File: src/shared/flash_map_pkg.sv
// shared constants for the flash page map and protection decode
package flash_map_pkg;

  // cpu windows onto the array, three 16 Kbyte spans
  localparam logic [15:0] WIN_LO_START = 16'h4000;
  localparam logic [15:0] WIN_LO_END = 16'h7fff;
  localparam logic [15:0] WIN_MID_START = 16'h8000;
  localparam logic [15:0] WIN_MID_END = 16'hbfff;
  localparam logic [15:0] WIN_HI_START = 16'hc000;
  localparam logic [15:0] WIN_HI_END = 16'hffff;

  // page numbers of the two fixed pages
  localparam logic [7:0] PAGE_BOTTOM = 8'h3e;
  localparam logic [7:0] PAGE_TOP = 8'h3f;
  localparam int PAGE_MIN_W = 6;

  // array geometry
  localparam int PAGE_OFF_W = 14;
  localparam int ARRAY_OFF_W = 15;
  localparam logic [15:0] ARRAY_BYTES = 16'h8000;
  localparam int ROW_LSB = 6;
  localparam int ROW_W = 9;
  localparam int SECTOR_LSB = 9;
  localparam int SECTOR_W = 6;

  // configuration field, as cpu addresses in the top fixed page
  localparam logic [15:0] KEY_FIRST_ADDR = 16'hff00;
  localparam logic [15:0] KEY_LAST_ADDR = 16'hff07;
  localparam logic [15:0] PROT_BYTE_ADDR = 16'hff0d;
  localparam logic [15:0] SEC_BYTE_ADDR = 16'hff0f;
  localparam int KEY_IDX_W = 3;

  // protection byte field positions
  localparam int PROT_OPEN_BIT = 7;
  localparam int PROT_HI_DIS_BIT = 5;
  localparam int PROT_HI_SIZE_LSB = 3;
  localparam int PROT_LO_DIS_BIT = 2;
  localparam int PROT_LO_SIZE_LSB = 0;
  localparam int PROT_SIZE_W = 2;

  // smallest region sizes, doubled per size code step
  localparam logic [15:0] HI_BASE_SIZE = 16'h0800;
  localparam logic [15:0] LO_BASE_SIZE = 16'h0400;

  // control and status register block
  localparam int REG_COUNT = 16;
  localparam int REG_IDX_W = 4;
  localparam logic [15:0] REG_BASE_DEFAULT = 16'h0100;

  // value of every decode output after reset
  localparam logic RESET_FLAG = 1'b0;

endpackage

File: src/shared/prot_check_if.sv
// carrier between the address decoder and the region evaluator
`timescale 1ns/10ps
interface prot_check_if;
  logic [flash_map_pkg::ARRAY_OFF_W-1:0] array_offset;
  logic [7:0] prot_byte;
  logic in_low;
  logic in_high;
  logic in_other;
  logic protect_hit;
  logic prot_global;

  modport decoder (
    output array_offset,
    output prot_byte,
    input in_low,
    input in_high,
    input in_other,
    input protect_hit,
    input prot_global
  );

  modport evaluator (
    input array_offset,
    input prot_byte,
    output in_low,
    output in_high,
    output in_other,
    output protect_hit,
    output prot_global
  );
endinterface

File: src/flash_page_map_protect_decode.sv
// cpu address to flash array decode with protection regions
`timescale 1ns/10ps
// Notes on behaviour
// - cpu addresses 0x4000 to 0xffff reach the array as three 16K windows
// - middle window 0x8000-0xbfff selects the page named by the page register
// - page 0x3e or 0x3f makes the middle window alias a fixed page
// - array bytes 0x7f00 to 0x7f07 (cpu 0xff00 to 0xff07) form the backdoor key
// - protection byte sits at 0xff0d, security byte at 0xff0f
// - protection control can lock the whole array against program and erase
// - high region grows down from array end, 2K up to 16K in size
// - low region grows up from array start, 1K up to 8K in size
// - remaining addresses form a third region with its own protection
// - high region covers the vector space so boot code can be guarded
// - sixteen control and status registers decode at base plus 0x0 to 0xf
// - no off-chip pins; everything goes over the internal bus
// - array is 512 rows of 64 bytes, erase sector of 512 bytes
module flash_page_map_protect_decode #(
  parameter int PAGE_W = 8,
  parameter logic [15:0] REG_BASE = flash_map_pkg::REG_BASE_DEFAULT
) (
  input wire logic clk,
  input wire logic arst_n,
  input wire logic bus_valid,
  input wire logic bus_write,
  input wire logic [15:0] bus_addr,
  input wire logic [PAGE_W-1:0] core_page_select,
  input wire logic [7:0] flash_protect_control,
  output logic array_hit,
  output logic [flash_map_pkg::ARRAY_OFF_W-1:0] array_offset,
  output logic [flash_map_pkg::ROW_W-1:0] array_row,
  output logic [flash_map_pkg::SECTOR_W-1:0] array_sector,
  output logic fixed_alias,
  output logic key_hit,
  output logic [flash_map_pkg::KEY_IDX_W-1:0] key_index,
  output logic prot_byte_hit,
  output logic sec_byte_hit,
  output logic in_low_region,
  output logic in_high_region,
  output logic in_other_region,
  output logic prot_global,
  output logic prog_blocked,
  output logic reg_hit,
  output logic [flash_map_pkg::REG_IDX_W-1:0] reg_index
);

  localparam logic [PAGE_W-1:0] TOP_PAGE =
    PAGE_W'(flash_map_pkg::PAGE_TOP);
  localparam logic [PAGE_W-1:0] BOTTOM_PAGE =
    PAGE_W'(flash_map_pkg::PAGE_BOTTOM);
  localparam logic [15:0] KEY_FIRST_OFF =
    {2'b01, flash_map_pkg::KEY_FIRST_ADDR[13:0]};
  localparam logic [15:0] KEY_LAST_OFF =
    {2'b01, flash_map_pkg::KEY_LAST_ADDR[13:0]};
  localparam logic [15:0] PROT_BYTE_OFF =
    {2'b01, flash_map_pkg::PROT_BYTE_ADDR[13:0]};
  localparam logic [15:0] SEC_BYTE_OFF =
    {2'b01, flash_map_pkg::SEC_BYTE_ADDR[13:0]};
  localparam logic [15:0] REG_LAST =
    REG_BASE + 16'(flash_map_pkg::REG_COUNT - 1);

  // the page register must be wide enough to name the fixed pages
  if (PAGE_W < flash_map_pkg::PAGE_MIN_W) begin : g_page_w_check
    $error("PAGE_W too narrow for the fixed page numbers");
  end
  // the register block must sit on a 16 byte boundary
  if (REG_BASE[flash_map_pkg::REG_IDX_W-1:0] != '0) begin : g_base_check
    $error("REG_BASE must be aligned to the register block size");
  end

  // inclusive range test, shared by window, field and register decode
  function automatic logic in_span(input logic [15:0] a,
                                   input logic [15:0] lo,
                                   input logic [15:0] hi);
    in_span = (a >= lo) && (a <= hi);
  endfunction

  ////////////////////////////////////////////////////////////////////////
  // combinational address decode

  prot_check_if chk ();

  protect_region_eval u_region (
    .chk(chk.evaluator)
  );

  logic in_lo_win;
  logic in_mid_win;
  logic in_hi_win;
  logic [PAGE_W-1:0] page_sel;
  logic page_in_array;
  logic hit_c;
  logic [15:0] off_ext;

  // the fixed windows ignore the page register; only the middle follows it
  always_comb begin
    in_lo_win = in_span(bus_addr, flash_map_pkg::WIN_LO_START,
                        flash_map_pkg::WIN_LO_END);
    in_mid_win = in_span(bus_addr, flash_map_pkg::WIN_MID_START,
                         flash_map_pkg::WIN_MID_END);
    in_hi_win = in_span(bus_addr, flash_map_pkg::WIN_HI_START,
                        flash_map_pkg::WIN_HI_END);
    if (in_lo_win) begin
      page_sel = BOTTOM_PAGE;
    end else if (in_hi_win) begin
      page_sel = TOP_PAGE;
    end else begin
      page_sel = core_page_select;
    end
    // a 32K array holds only the two pages that differ in bit 0
    page_in_array = page_sel[PAGE_W-1:1] == TOP_PAGE[PAGE_W-1:1];
    hit_c = (in_lo_win || in_mid_win || in_hi_win) && page_in_array;
    chk.array_offset = {page_sel[0],
                        bus_addr[flash_map_pkg::PAGE_OFF_W-1:0]};
    chk.prot_byte = flash_protect_control;
    off_ext = {1'b0, chk.array_offset};
  end

  ////////////////////////////////////////////////////////////////////////
  // registered decode results

  logic array_hit_reg, array_hit_next;
  logic [flash_map_pkg::ARRAY_OFF_W-1:0] offset_reg, offset_next;
  logic alias_reg, alias_next;
  logic key_reg, key_next;
  logic [flash_map_pkg::KEY_IDX_W-1:0] key_idx_reg, key_idx_next;
  logic prot_hit_reg, prot_hit_next;
  logic sec_hit_reg, sec_hit_next;
  logic low_reg, low_next;
  logic high_reg, high_next;
  logic other_reg, other_next;
  logic global_reg, global_next;
  logic blocked_reg, blocked_next;
  logic reg_hit_reg, reg_hit_next;
  logic [flash_map_pkg::REG_IDX_W-1:0] reg_idx_reg, reg_idx_next;

  // every result but prot_global qualifies on a valid bus cycle; idle cycles read zero for those
  always_comb begin
    array_hit_next = bus_valid && hit_c;
    offset_next = bus_valid ? chk.array_offset : '0;
    alias_next = bus_valid && in_mid_win && page_in_array;
    key_next = array_hit_next &&
               in_span(off_ext, KEY_FIRST_OFF, KEY_LAST_OFF);
    key_idx_next = key_next ?
      chk.array_offset[flash_map_pkg::KEY_IDX_W-1:0] : '0;
    prot_hit_next = array_hit_next &&
                    in_span(off_ext, PROT_BYTE_OFF, PROT_BYTE_OFF);
    sec_hit_next = array_hit_next &&
                   in_span(off_ext, SEC_BYTE_OFF, SEC_BYTE_OFF);
    low_next = array_hit_next && chk.in_low;
    high_next = array_hit_next && chk.in_high;
    other_next = array_hit_next && chk.in_other;
    global_next = chk.prot_global;
    // only writes are checked: protection never hides array contents
    blocked_next = array_hit_next && bus_write &&
                   chk.protect_hit;
    reg_hit_next = bus_valid &&
                   in_span(bus_addr, REG_BASE, REG_LAST);
    reg_idx_next = reg_hit_next ?
      bus_addr[flash_map_pkg::REG_IDX_W-1:0] : '0;
  end

  // plain registers; outputs settle one clock after the bus cycle
  always_ff @(posedge clk or negedge arst_n) begin
    if (!arst_n) begin
      array_hit_reg <= flash_map_pkg::RESET_FLAG;
      offset_reg <= '0;
      alias_reg <= flash_map_pkg::RESET_FLAG;
      key_reg <= flash_map_pkg::RESET_FLAG;
      key_idx_reg <= '0;
      prot_hit_reg <= flash_map_pkg::RESET_FLAG;
      sec_hit_reg <= flash_map_pkg::RESET_FLAG;
      low_reg <= flash_map_pkg::RESET_FLAG;
      high_reg <= flash_map_pkg::RESET_FLAG;
      other_reg <= flash_map_pkg::RESET_FLAG;
      global_reg <= flash_map_pkg::RESET_FLAG;
      blocked_reg <= flash_map_pkg::RESET_FLAG;
      reg_hit_reg <= flash_map_pkg::RESET_FLAG;
      reg_idx_reg <= '0;
    end else begin
      array_hit_reg <= array_hit_next;
      offset_reg <= offset_next;
      alias_reg <= alias_next;
      key_reg <= key_next;
      key_idx_reg <= key_idx_next;
      prot_hit_reg <= prot_hit_next;
      sec_hit_reg <= sec_hit_next;
      low_reg <= low_next;
      high_reg <= high_next;
      other_reg <= other_next;
      global_reg <= global_next;
      blocked_reg <= blocked_next;
      reg_hit_reg <= reg_hit_next;
      reg_idx_reg <= reg_idx_next;
    end
  end

  // outputs; row and sector are slices of the registered offset
  assign array_hit = array_hit_reg;
  assign array_offset = offset_reg;
  assign array_row = offset_reg[flash_map_pkg::ROW_LSB +:
                                flash_map_pkg::ROW_W];
  assign array_sector = offset_reg[flash_map_pkg::SECTOR_LSB +:
                                   flash_map_pkg::SECTOR_W];
  assign fixed_alias = alias_reg;
  assign key_hit = key_reg;
  assign key_index = key_idx_reg;
  assign prot_byte_hit = prot_hit_reg;
  assign sec_byte_hit = sec_hit_reg;
  assign in_low_region = low_reg;
  assign in_high_region = high_reg;
  assign in_other_region = other_reg;
  assign prot_global = global_reg;
  assign prog_blocked = blocked_reg;
  assign reg_hit = reg_hit_reg;
  assign reg_index = reg_idx_reg;

  ////////////////////////////////////////////////////////////////////////
  // assertions

  logic ctl_open;
  logic ctl_hi_en;
  logic ctl_lo_en;
  assign ctl_open = flash_protect_control[flash_map_pkg::PROT_OPEN_BIT];
  assign ctl_hi_en = !flash_protect_control[flash_map_pkg::PROT_HI_DIS_BIT];
  assign ctl_lo_en = !flash_protect_control[flash_map_pkg::PROT_LO_DIS_BIT];

  property p_top_window;
    @(posedge clk) disable iff (!arst_n)
    bus_valid && in_span(bus_addr, flash_map_pkg::WIN_HI_START,
                         flash_map_pkg::WIN_HI_END)
    |=> array_hit && array_offset == {1'b1, $past(bus_addr[13:0])};
  endproperty
  a_top_window: assert property (p_top_window)
    else $error("top window did not map onto the top page");

  property p_below_array;
    @(posedge clk) disable iff (!arst_n)
    bus_valid && bus_addr < flash_map_pkg::WIN_LO_START |=> !array_hit;
  endproperty
  a_below_array: assert property (p_below_array)
    else $error("address below the array reported as a hit");

  property p_paged_window;
    @(posedge clk) disable iff (!arst_n)
    bus_valid && in_mid_win
    |=> array_hit == ($past(core_page_select[PAGE_W-1:1]) ==
                      TOP_PAGE[PAGE_W-1:1]) &&
        array_offset[14] == $past(core_page_select[0]);
  endproperty
  a_paged_window: assert property (p_paged_window)
    else $error("middle window ignored the page register");

  property p_bottom_alias;
    @(posedge clk) disable iff (!arst_n)
    bus_valid && in_mid_win && core_page_select == BOTTOM_PAGE
    |=> fixed_alias && array_offset == {1'b0, $past(bus_addr[13:0])};
  endproperty
  a_bottom_alias: assert property (p_bottom_alias)
    else $error("bottom page alias wrong in the middle window");

  property p_key_bytes;
    @(posedge clk) disable iff (!arst_n)
    bus_valid && in_span(bus_addr, flash_map_pkg::KEY_FIRST_ADDR,
                         flash_map_pkg::KEY_LAST_ADDR)
    |=> key_hit && key_index == $past(bus_addr[2:0]) && !prot_byte_hit;
  endproperty
  a_key_bytes: assert property (p_key_bytes)
    else $error("backdoor key byte not recognised");

  property p_cfg_bytes;
    @(posedge clk) disable iff (!arst_n)
    ##1 (prot_byte_hit || sec_byte_hit)
    |-> $past(bus_addr) == (prot_byte_hit ? flash_map_pkg::PROT_BYTE_ADDR
                                           : flash_map_pkg::SEC_BYTE_ADDR)
        || $past(in_mid_win);
  endproperty
  a_cfg_bytes: assert property (p_cfg_bytes)
    else $error("configuration byte flagged at the wrong address");

  property p_global_lock;
    @(posedge clk) disable iff (!arst_n)
    bus_valid && bus_write && hit_c && !ctl_open && !ctl_hi_en && !ctl_lo_en
    |=> prog_blocked && prot_global;
  endproperty
  a_global_lock: assert property (p_global_lock)
    else $error("global lock let a write through");

  property p_vector_guard;
    @(posedge clk) disable iff (!arst_n)
    bus_valid && bus_write && bus_addr == flash_map_pkg::WIN_HI_END &&
    ctl_open && ctl_hi_en
    |=> prog_blocked && in_high_region && !in_other_region;
  endproperty
  a_vector_guard: assert property (p_vector_guard)
    else $error("vector space not guarded by the high region");

  property p_low_start;
    @(posedge clk) disable iff (!arst_n)
    bus_valid && bus_addr == flash_map_pkg::WIN_LO_START
    |=> in_low_region && !in_high_region && !in_other_region;
  endproperty
  a_low_start: assert property (p_low_start)
    else $error("array start not in the low region");

  property p_read_free;
    @(posedge clk) disable iff (!arst_n)
    !bus_write |=> !prog_blocked;
  endproperty
  a_read_free: assert property (p_read_free)
    else $error("read reported as blocked");

  property p_reg_decode;
    @(posedge clk) disable iff (!arst_n)
    bus_valid && bus_addr[15:4] == REG_BASE[15:4]
    |=> reg_hit && reg_index == $past(bus_addr[3:0]);
  endproperty
  a_reg_decode: assert property (p_reg_decode)
    else $error("register slot decode wrong");

  c_key_read: cover property (@(posedge clk) disable iff (!arst_n)
    bus_valid && !bus_write ##1 key_hit);
  c_blocked: cover property (@(posedge clk) disable iff (!arst_n)
    prog_blocked ##1 !prog_blocked);
  c_alias: cover property (@(posedge clk) disable iff (!arst_n)
    fixed_alias && array_offset[14]);
  c_reg: cover property (@(posedge clk) disable iff (!arst_n)
    reg_hit ##1 reg_hit);

endmodule

File: src/protect_region_eval.sv
// protection region evaluator for one array offset
`timescale 1ns/10ps
module protect_region_eval (
  prot_check_if.evaluator chk
);

  logic [15:0] offset_ext;
  logic [15:0] hi_size;
  logic [15:0] lo_size;
  logic [15:0] hi_start;
  logic hi_act;
  logic lo_act;
  logic prot_open;
  logic hi_en;
  logic lo_en;

  // region geometry from the size codes, then the enables
  always_comb begin
    offset_ext = {1'b0, chk.array_offset};
    hi_size = flash_map_pkg::HI_BASE_SIZE << chk.prot_byte[
      flash_map_pkg::PROT_HI_SIZE_LSB +: flash_map_pkg::PROT_SIZE_W];
    lo_size = flash_map_pkg::LO_BASE_SIZE << chk.prot_byte[
      flash_map_pkg::PROT_LO_SIZE_LSB +: flash_map_pkg::PROT_SIZE_W];
    // high region grows down from the array end
    hi_start = flash_map_pkg::ARRAY_BYTES - hi_size;
    chk.in_high = offset_ext >= hi_start;
    // low region grows up from the array start
    chk.in_low = offset_ext < lo_size;
    chk.in_other = !chk.in_high && !chk.in_low;
    prot_open = chk.prot_byte[flash_map_pkg::PROT_OPEN_BIT];
    hi_en = !chk.prot_byte[flash_map_pkg::PROT_HI_DIS_BIT];
    lo_en = !chk.prot_byte[flash_map_pkg::PROT_LO_DIS_BIT];
    hi_act = hi_en && chk.in_high;
    lo_act = lo_en && chk.in_low;
    // open: enabled regions protected; closed: the rest is protected
    chk.protect_hit = prot_open ? (hi_act || lo_act)
                                : !(hi_act || lo_act);
    // closed with both regions off locks the whole array
    chk.prot_global = !prot_open && !hi_en && !lo_en;
  end

endmodule

File: config.mk
export PLATFORM = sky130hd
export DESIGN_NAME = flash_page_map_protect_decode
export DESIGN_NICKNAME = d
export VERILOG_FILES = /design/src/shared/flash_map_pkg.sv /design/src/shared/prot_check_if.sv /design/src/flash_page_map_protect_decode.sv /design/src/protect_region_eval.sv
export SDC_FILE = /design/constraint.sdc
export NUM_CORES = 1
export LEC_CHECK = 0
export ABC_AREA = 1
export BUFFER_PORTS_ARGS = -buffer_cell sky130_fd_sc_hd__buf_4
export CAP_MARGIN = 20
export CORE_ASPECT_RATIO = 0.8
export CORE_MARGIN = 2
export CORE_UTILIZATION = 40
export CTS_CLUSTER_DIAMETER = 100
export DETAILED_ROUTE_END_ITERATION = 16
export PLACE_DENSITY = 0.75
export SYNTH_ARGS = -nofsm -noshare
export SYNTH_HDL_FRONTEND = slang
export SYNTH_SLANG_ARGS = --single-unit
File: constraint.sdc
create_clock -name clk -period 0.8 [get_ports clk]
set_clock_uncertainty 0.15 [all_clocks]
set_input_delay 0.12 -clock clk [delete_from_list [all_inputs] [get_ports clk]]
set_output_delay 0.12 -clock clk [all_outputs]
set_load 0.005 [all_outputs]
==> flow_metrics.py <==
metrics = {
    "status": {
        "status": "complete, but fails checks",
        "failed_checks": "negative hold slack, negative setup slack",
    },
    "final_layout": {
        "largest_reg_flops": 15,
        "layout-drive-gt1-share_pct": 54.6,
        "nets": 328,
        "area_growth_pct": 78.2,
        "antenna_cells": 0,
        "fillCellCount": 299,
    },
    "die": {
        "rows": 20,
        "die_w_um": 75.2,
        "coreArea_sq_mm": 0.00385,
        "die_area_sq_mm": 0.00458,
        "io_pins": 84,
        "initial_utilization_pct": 42.0,
        "die_h_um": 60.9,
    },
    "yosys": {
        "synth_area_leaders": "dfrtp_1, nand2_1, inv_1",
        "yosysWarnings": 0,
        "synth_fp_nets": 234,
        "synth.top_cell.area_share_pct": 51.0,
        "seq_area_frac_synth_pct": 51.0,
        "synth-edff-count": 0,
        "synth_area_sq_mm": 0.00162,
        "synth_cell_types": 23,
        "synthArstFlopShare_pct": 100,
        "synth_top_area_cell": "dfrtp_1",
        "ys.flop_type": "dfrtp_1",
        "synth_seq_cells": 33,
        "postSynthCellCount": 190,
        "syn_avg_cell_area_sq_um": 8.53,
    },
    "pwr": {
        "leakagePower_nw": 1.57,
        "ir_drop_mv": 0.628,
        "p_per_area_mw_per_mm2": 1360,
    },
    "worst_setup_path": {
        "critPathRequiredTime_ns": 0.82,
        "path_buf_inv": 2,
        "crit_cells": 14,
        "arrival_ns": 1.53,
        "start_kind": "input pin",
        "critical-path-top-delay-family": "simple AND/OR/NAND/NOR gates",
        "slowest_delay_ns": 0.26,
        "path_cells": "buf_6 > or2_4 > ha_4 > inv_2 > ha_4 > o21ai_2 > nand2_1 > nand2_1 > nand2_2 > nand3_2 > nand2_1 > nand2_1 > nand2_1 > nor2_1",
        "crit_type": "in2reg",
        "cp_max_fo": 2,
        "crit_path_end_kind": "flip-flop",
        "critPathSlowestCell": "ha_4",
        "worst_path_most_repeated_cell": "nand2_1",
    },
    "run": {
        "maxCapViolations": 0,
    },
    "sta": {
        "holdWs_ns": -0.130,
        "setup_tns_ns": -17.15,
        "max_slew_margin_pct": 80.6,
        "rsz0062_at_grt": "true",
        "timing.final.ws_setup_ns": -0.703,
        "hold_viol": 18,
        "fin_crit_ns": 1.50,
        "max_freq_mhz": 665,
        "setup_viol": 64,
        "tightest_slew_ns": 0.292,
        "drv_slew": 0,
        "period_share_pct": 188,
    },
    "grt": {
        "grt_pass1_vias": 1469,
        "grt_pass1_wl_mm": 6.19,
        "grt_usage_pct": 18.2,
        "antenna_found_initial": 0,
        "grt-ovfl-total": 0,
        "grt_max_degree": 34,
    },
    "clock_tree": {
        "clockBufferDepth": 2,
        "cts_sinks": 33,
        "clockRootBuffer": "clkbuf_8",
        "cts.clk_slew.worst_paths_ns": 0.06,
        "cts_tree": "yes",
        "cts_buffers": 5,
        "hold_buffers": 1,
        "htreeDepth": 2,
    },
    "drt": {
        "first_pass_iters": 4,
        "wire_per_inst_um": 12.1,
        "vias": 1522,
        "drt_wl_total_mm": 4.11,
        "initialDrtViolationCount": 49,
        "drcViolationCount": 0,
        "via_per_inst": 4.49,
        "ant_nets": 0,
    },
    "min_path": {
        "hp-class": "in2reg",
        "whs_path_depth": 2,
    },
    "placed_design": {
        "place_congestion": 0.763,
        "port_buffers": 82,
        "preCtsSetupSlack_ns": -1.03,
        "dp_hpwl_mm": 2.92,
    },
}
==> where the power goes <==
group          switching, W  internal, W  leakage (nW)
Combinational      0.000401     0.000527          1.08
Sequential        0.0000445      0.00172         0.441
Clock              0.000541     0.000681        0.0443
Total              0.000987      0.00293          1.57
==> routing by layer <==
layer	global-route usage, %	routed length (um)
met1	20.6	1570
met2	32.8	2120
met3	5.65	326
met4	6.52	90
met5	0	0
==> stage by stage <==
step	instances	cell area (sq um)	hold WS (ns)	power (W)	util (%)
after floorplan	190	1690	-0.326	0.00210	-
after global placement	322	2340	-0.0769	0.00246	60.7
after detailed placement	322	2340	-0.0701	0.00249	60.7
after CTS	333	2690	-0.135	0.00379	69.9
after global routing	339	2890	-0.126	0.00411	74.9
final	339	2890	-0.130	0.00392	74.9
==> area by class of cell <==
type | count | area, sq um | area share [%]
inverters | 41 | 189 | 6.54
repair buffers | 104 | 1030 | 35.6
flip-flops and latches | 33 | 827 | 28.6
multi-input cells | 99 | 688 | 23.8
well taps | 55 | 68.8 | 2.38
clock buffers | 7 | 86.3 | 2.99
==> cells in the mapped netlist (2+ instances only) <==
master and number:
nand4_1 4, nor2_1 18, nor3_1 4, nor2_2 2, dfrtp_1 33, nand3_2 2, inv_2 5, inv_1 36
nor3_2 3, nand3_1 5, nand2_1 45, buf_4 15, ha_1 8
==> cell families (layout without fill, tap and decap cells) <==
logic type	after synthesis	in the layout	share of synthesized area, %
buffers and inverters	58	152	17.0
adders and majority gates	8	8	6.18
and+or+nand+nor	87	87	24.4
DFF	33	33	51.0
AOI/OAI and AO/OA	4	4	1.47
==> layout by cell type (no fill, tap or decap) <==
master,count
nand3_1,3
or3_1,1
inv_12,1
dfrtp_1,32
nand3_2,3
inv_4,1
dfrtp_2,1
nand4_1,4
inv_1,33
buf_6,60
buf_8,1
nor3_2,5
o21ai_1,1
dlygate4sd3_1,1
clkbuf_8,6
ha_4,5
a21oi_2,1
nand3b_1,1
nand2_2,9
nor2_2,5
o21ai_2,1
nor3_1,2
inv_2,4
buf_12,1
clkbuf_1,1
buf_4,41
or2_4,1
nor2_1,11
inv_8,1
clkinv_8,1
nand3_4,1
a21oi_1,1
ha_1,3
nand2_4,2
nand2_1,35
nor2_4,4
==> worst paths after layout <==
kind / start / endpoint / slack (ns)
max: flash_protect_control[3] / prog_blocked / -0.70
min: bus_addr[1] / prot_byte_hit / -0.13
max in group asynchronous: arst_n / array_offset[12] / 0.11
min in group asynchronous: arst_n / array_offset[2] / 0.13
==> repair_timing <==
| action | 4_1_cts | 5_1_grt |
|---|---|---|
| endpoints found under the setup margin | 63 | 97 |
| pin swaps | 14 | 18 |
| gates resized for setup | 62 | 38 |
| endpoints found under the hold margin | 54 | 17 |
| buffers inserted | 3 | 6 |
| cloned | 0 | 0 |
Note: power is estimated with default switching activity, not from simulation.
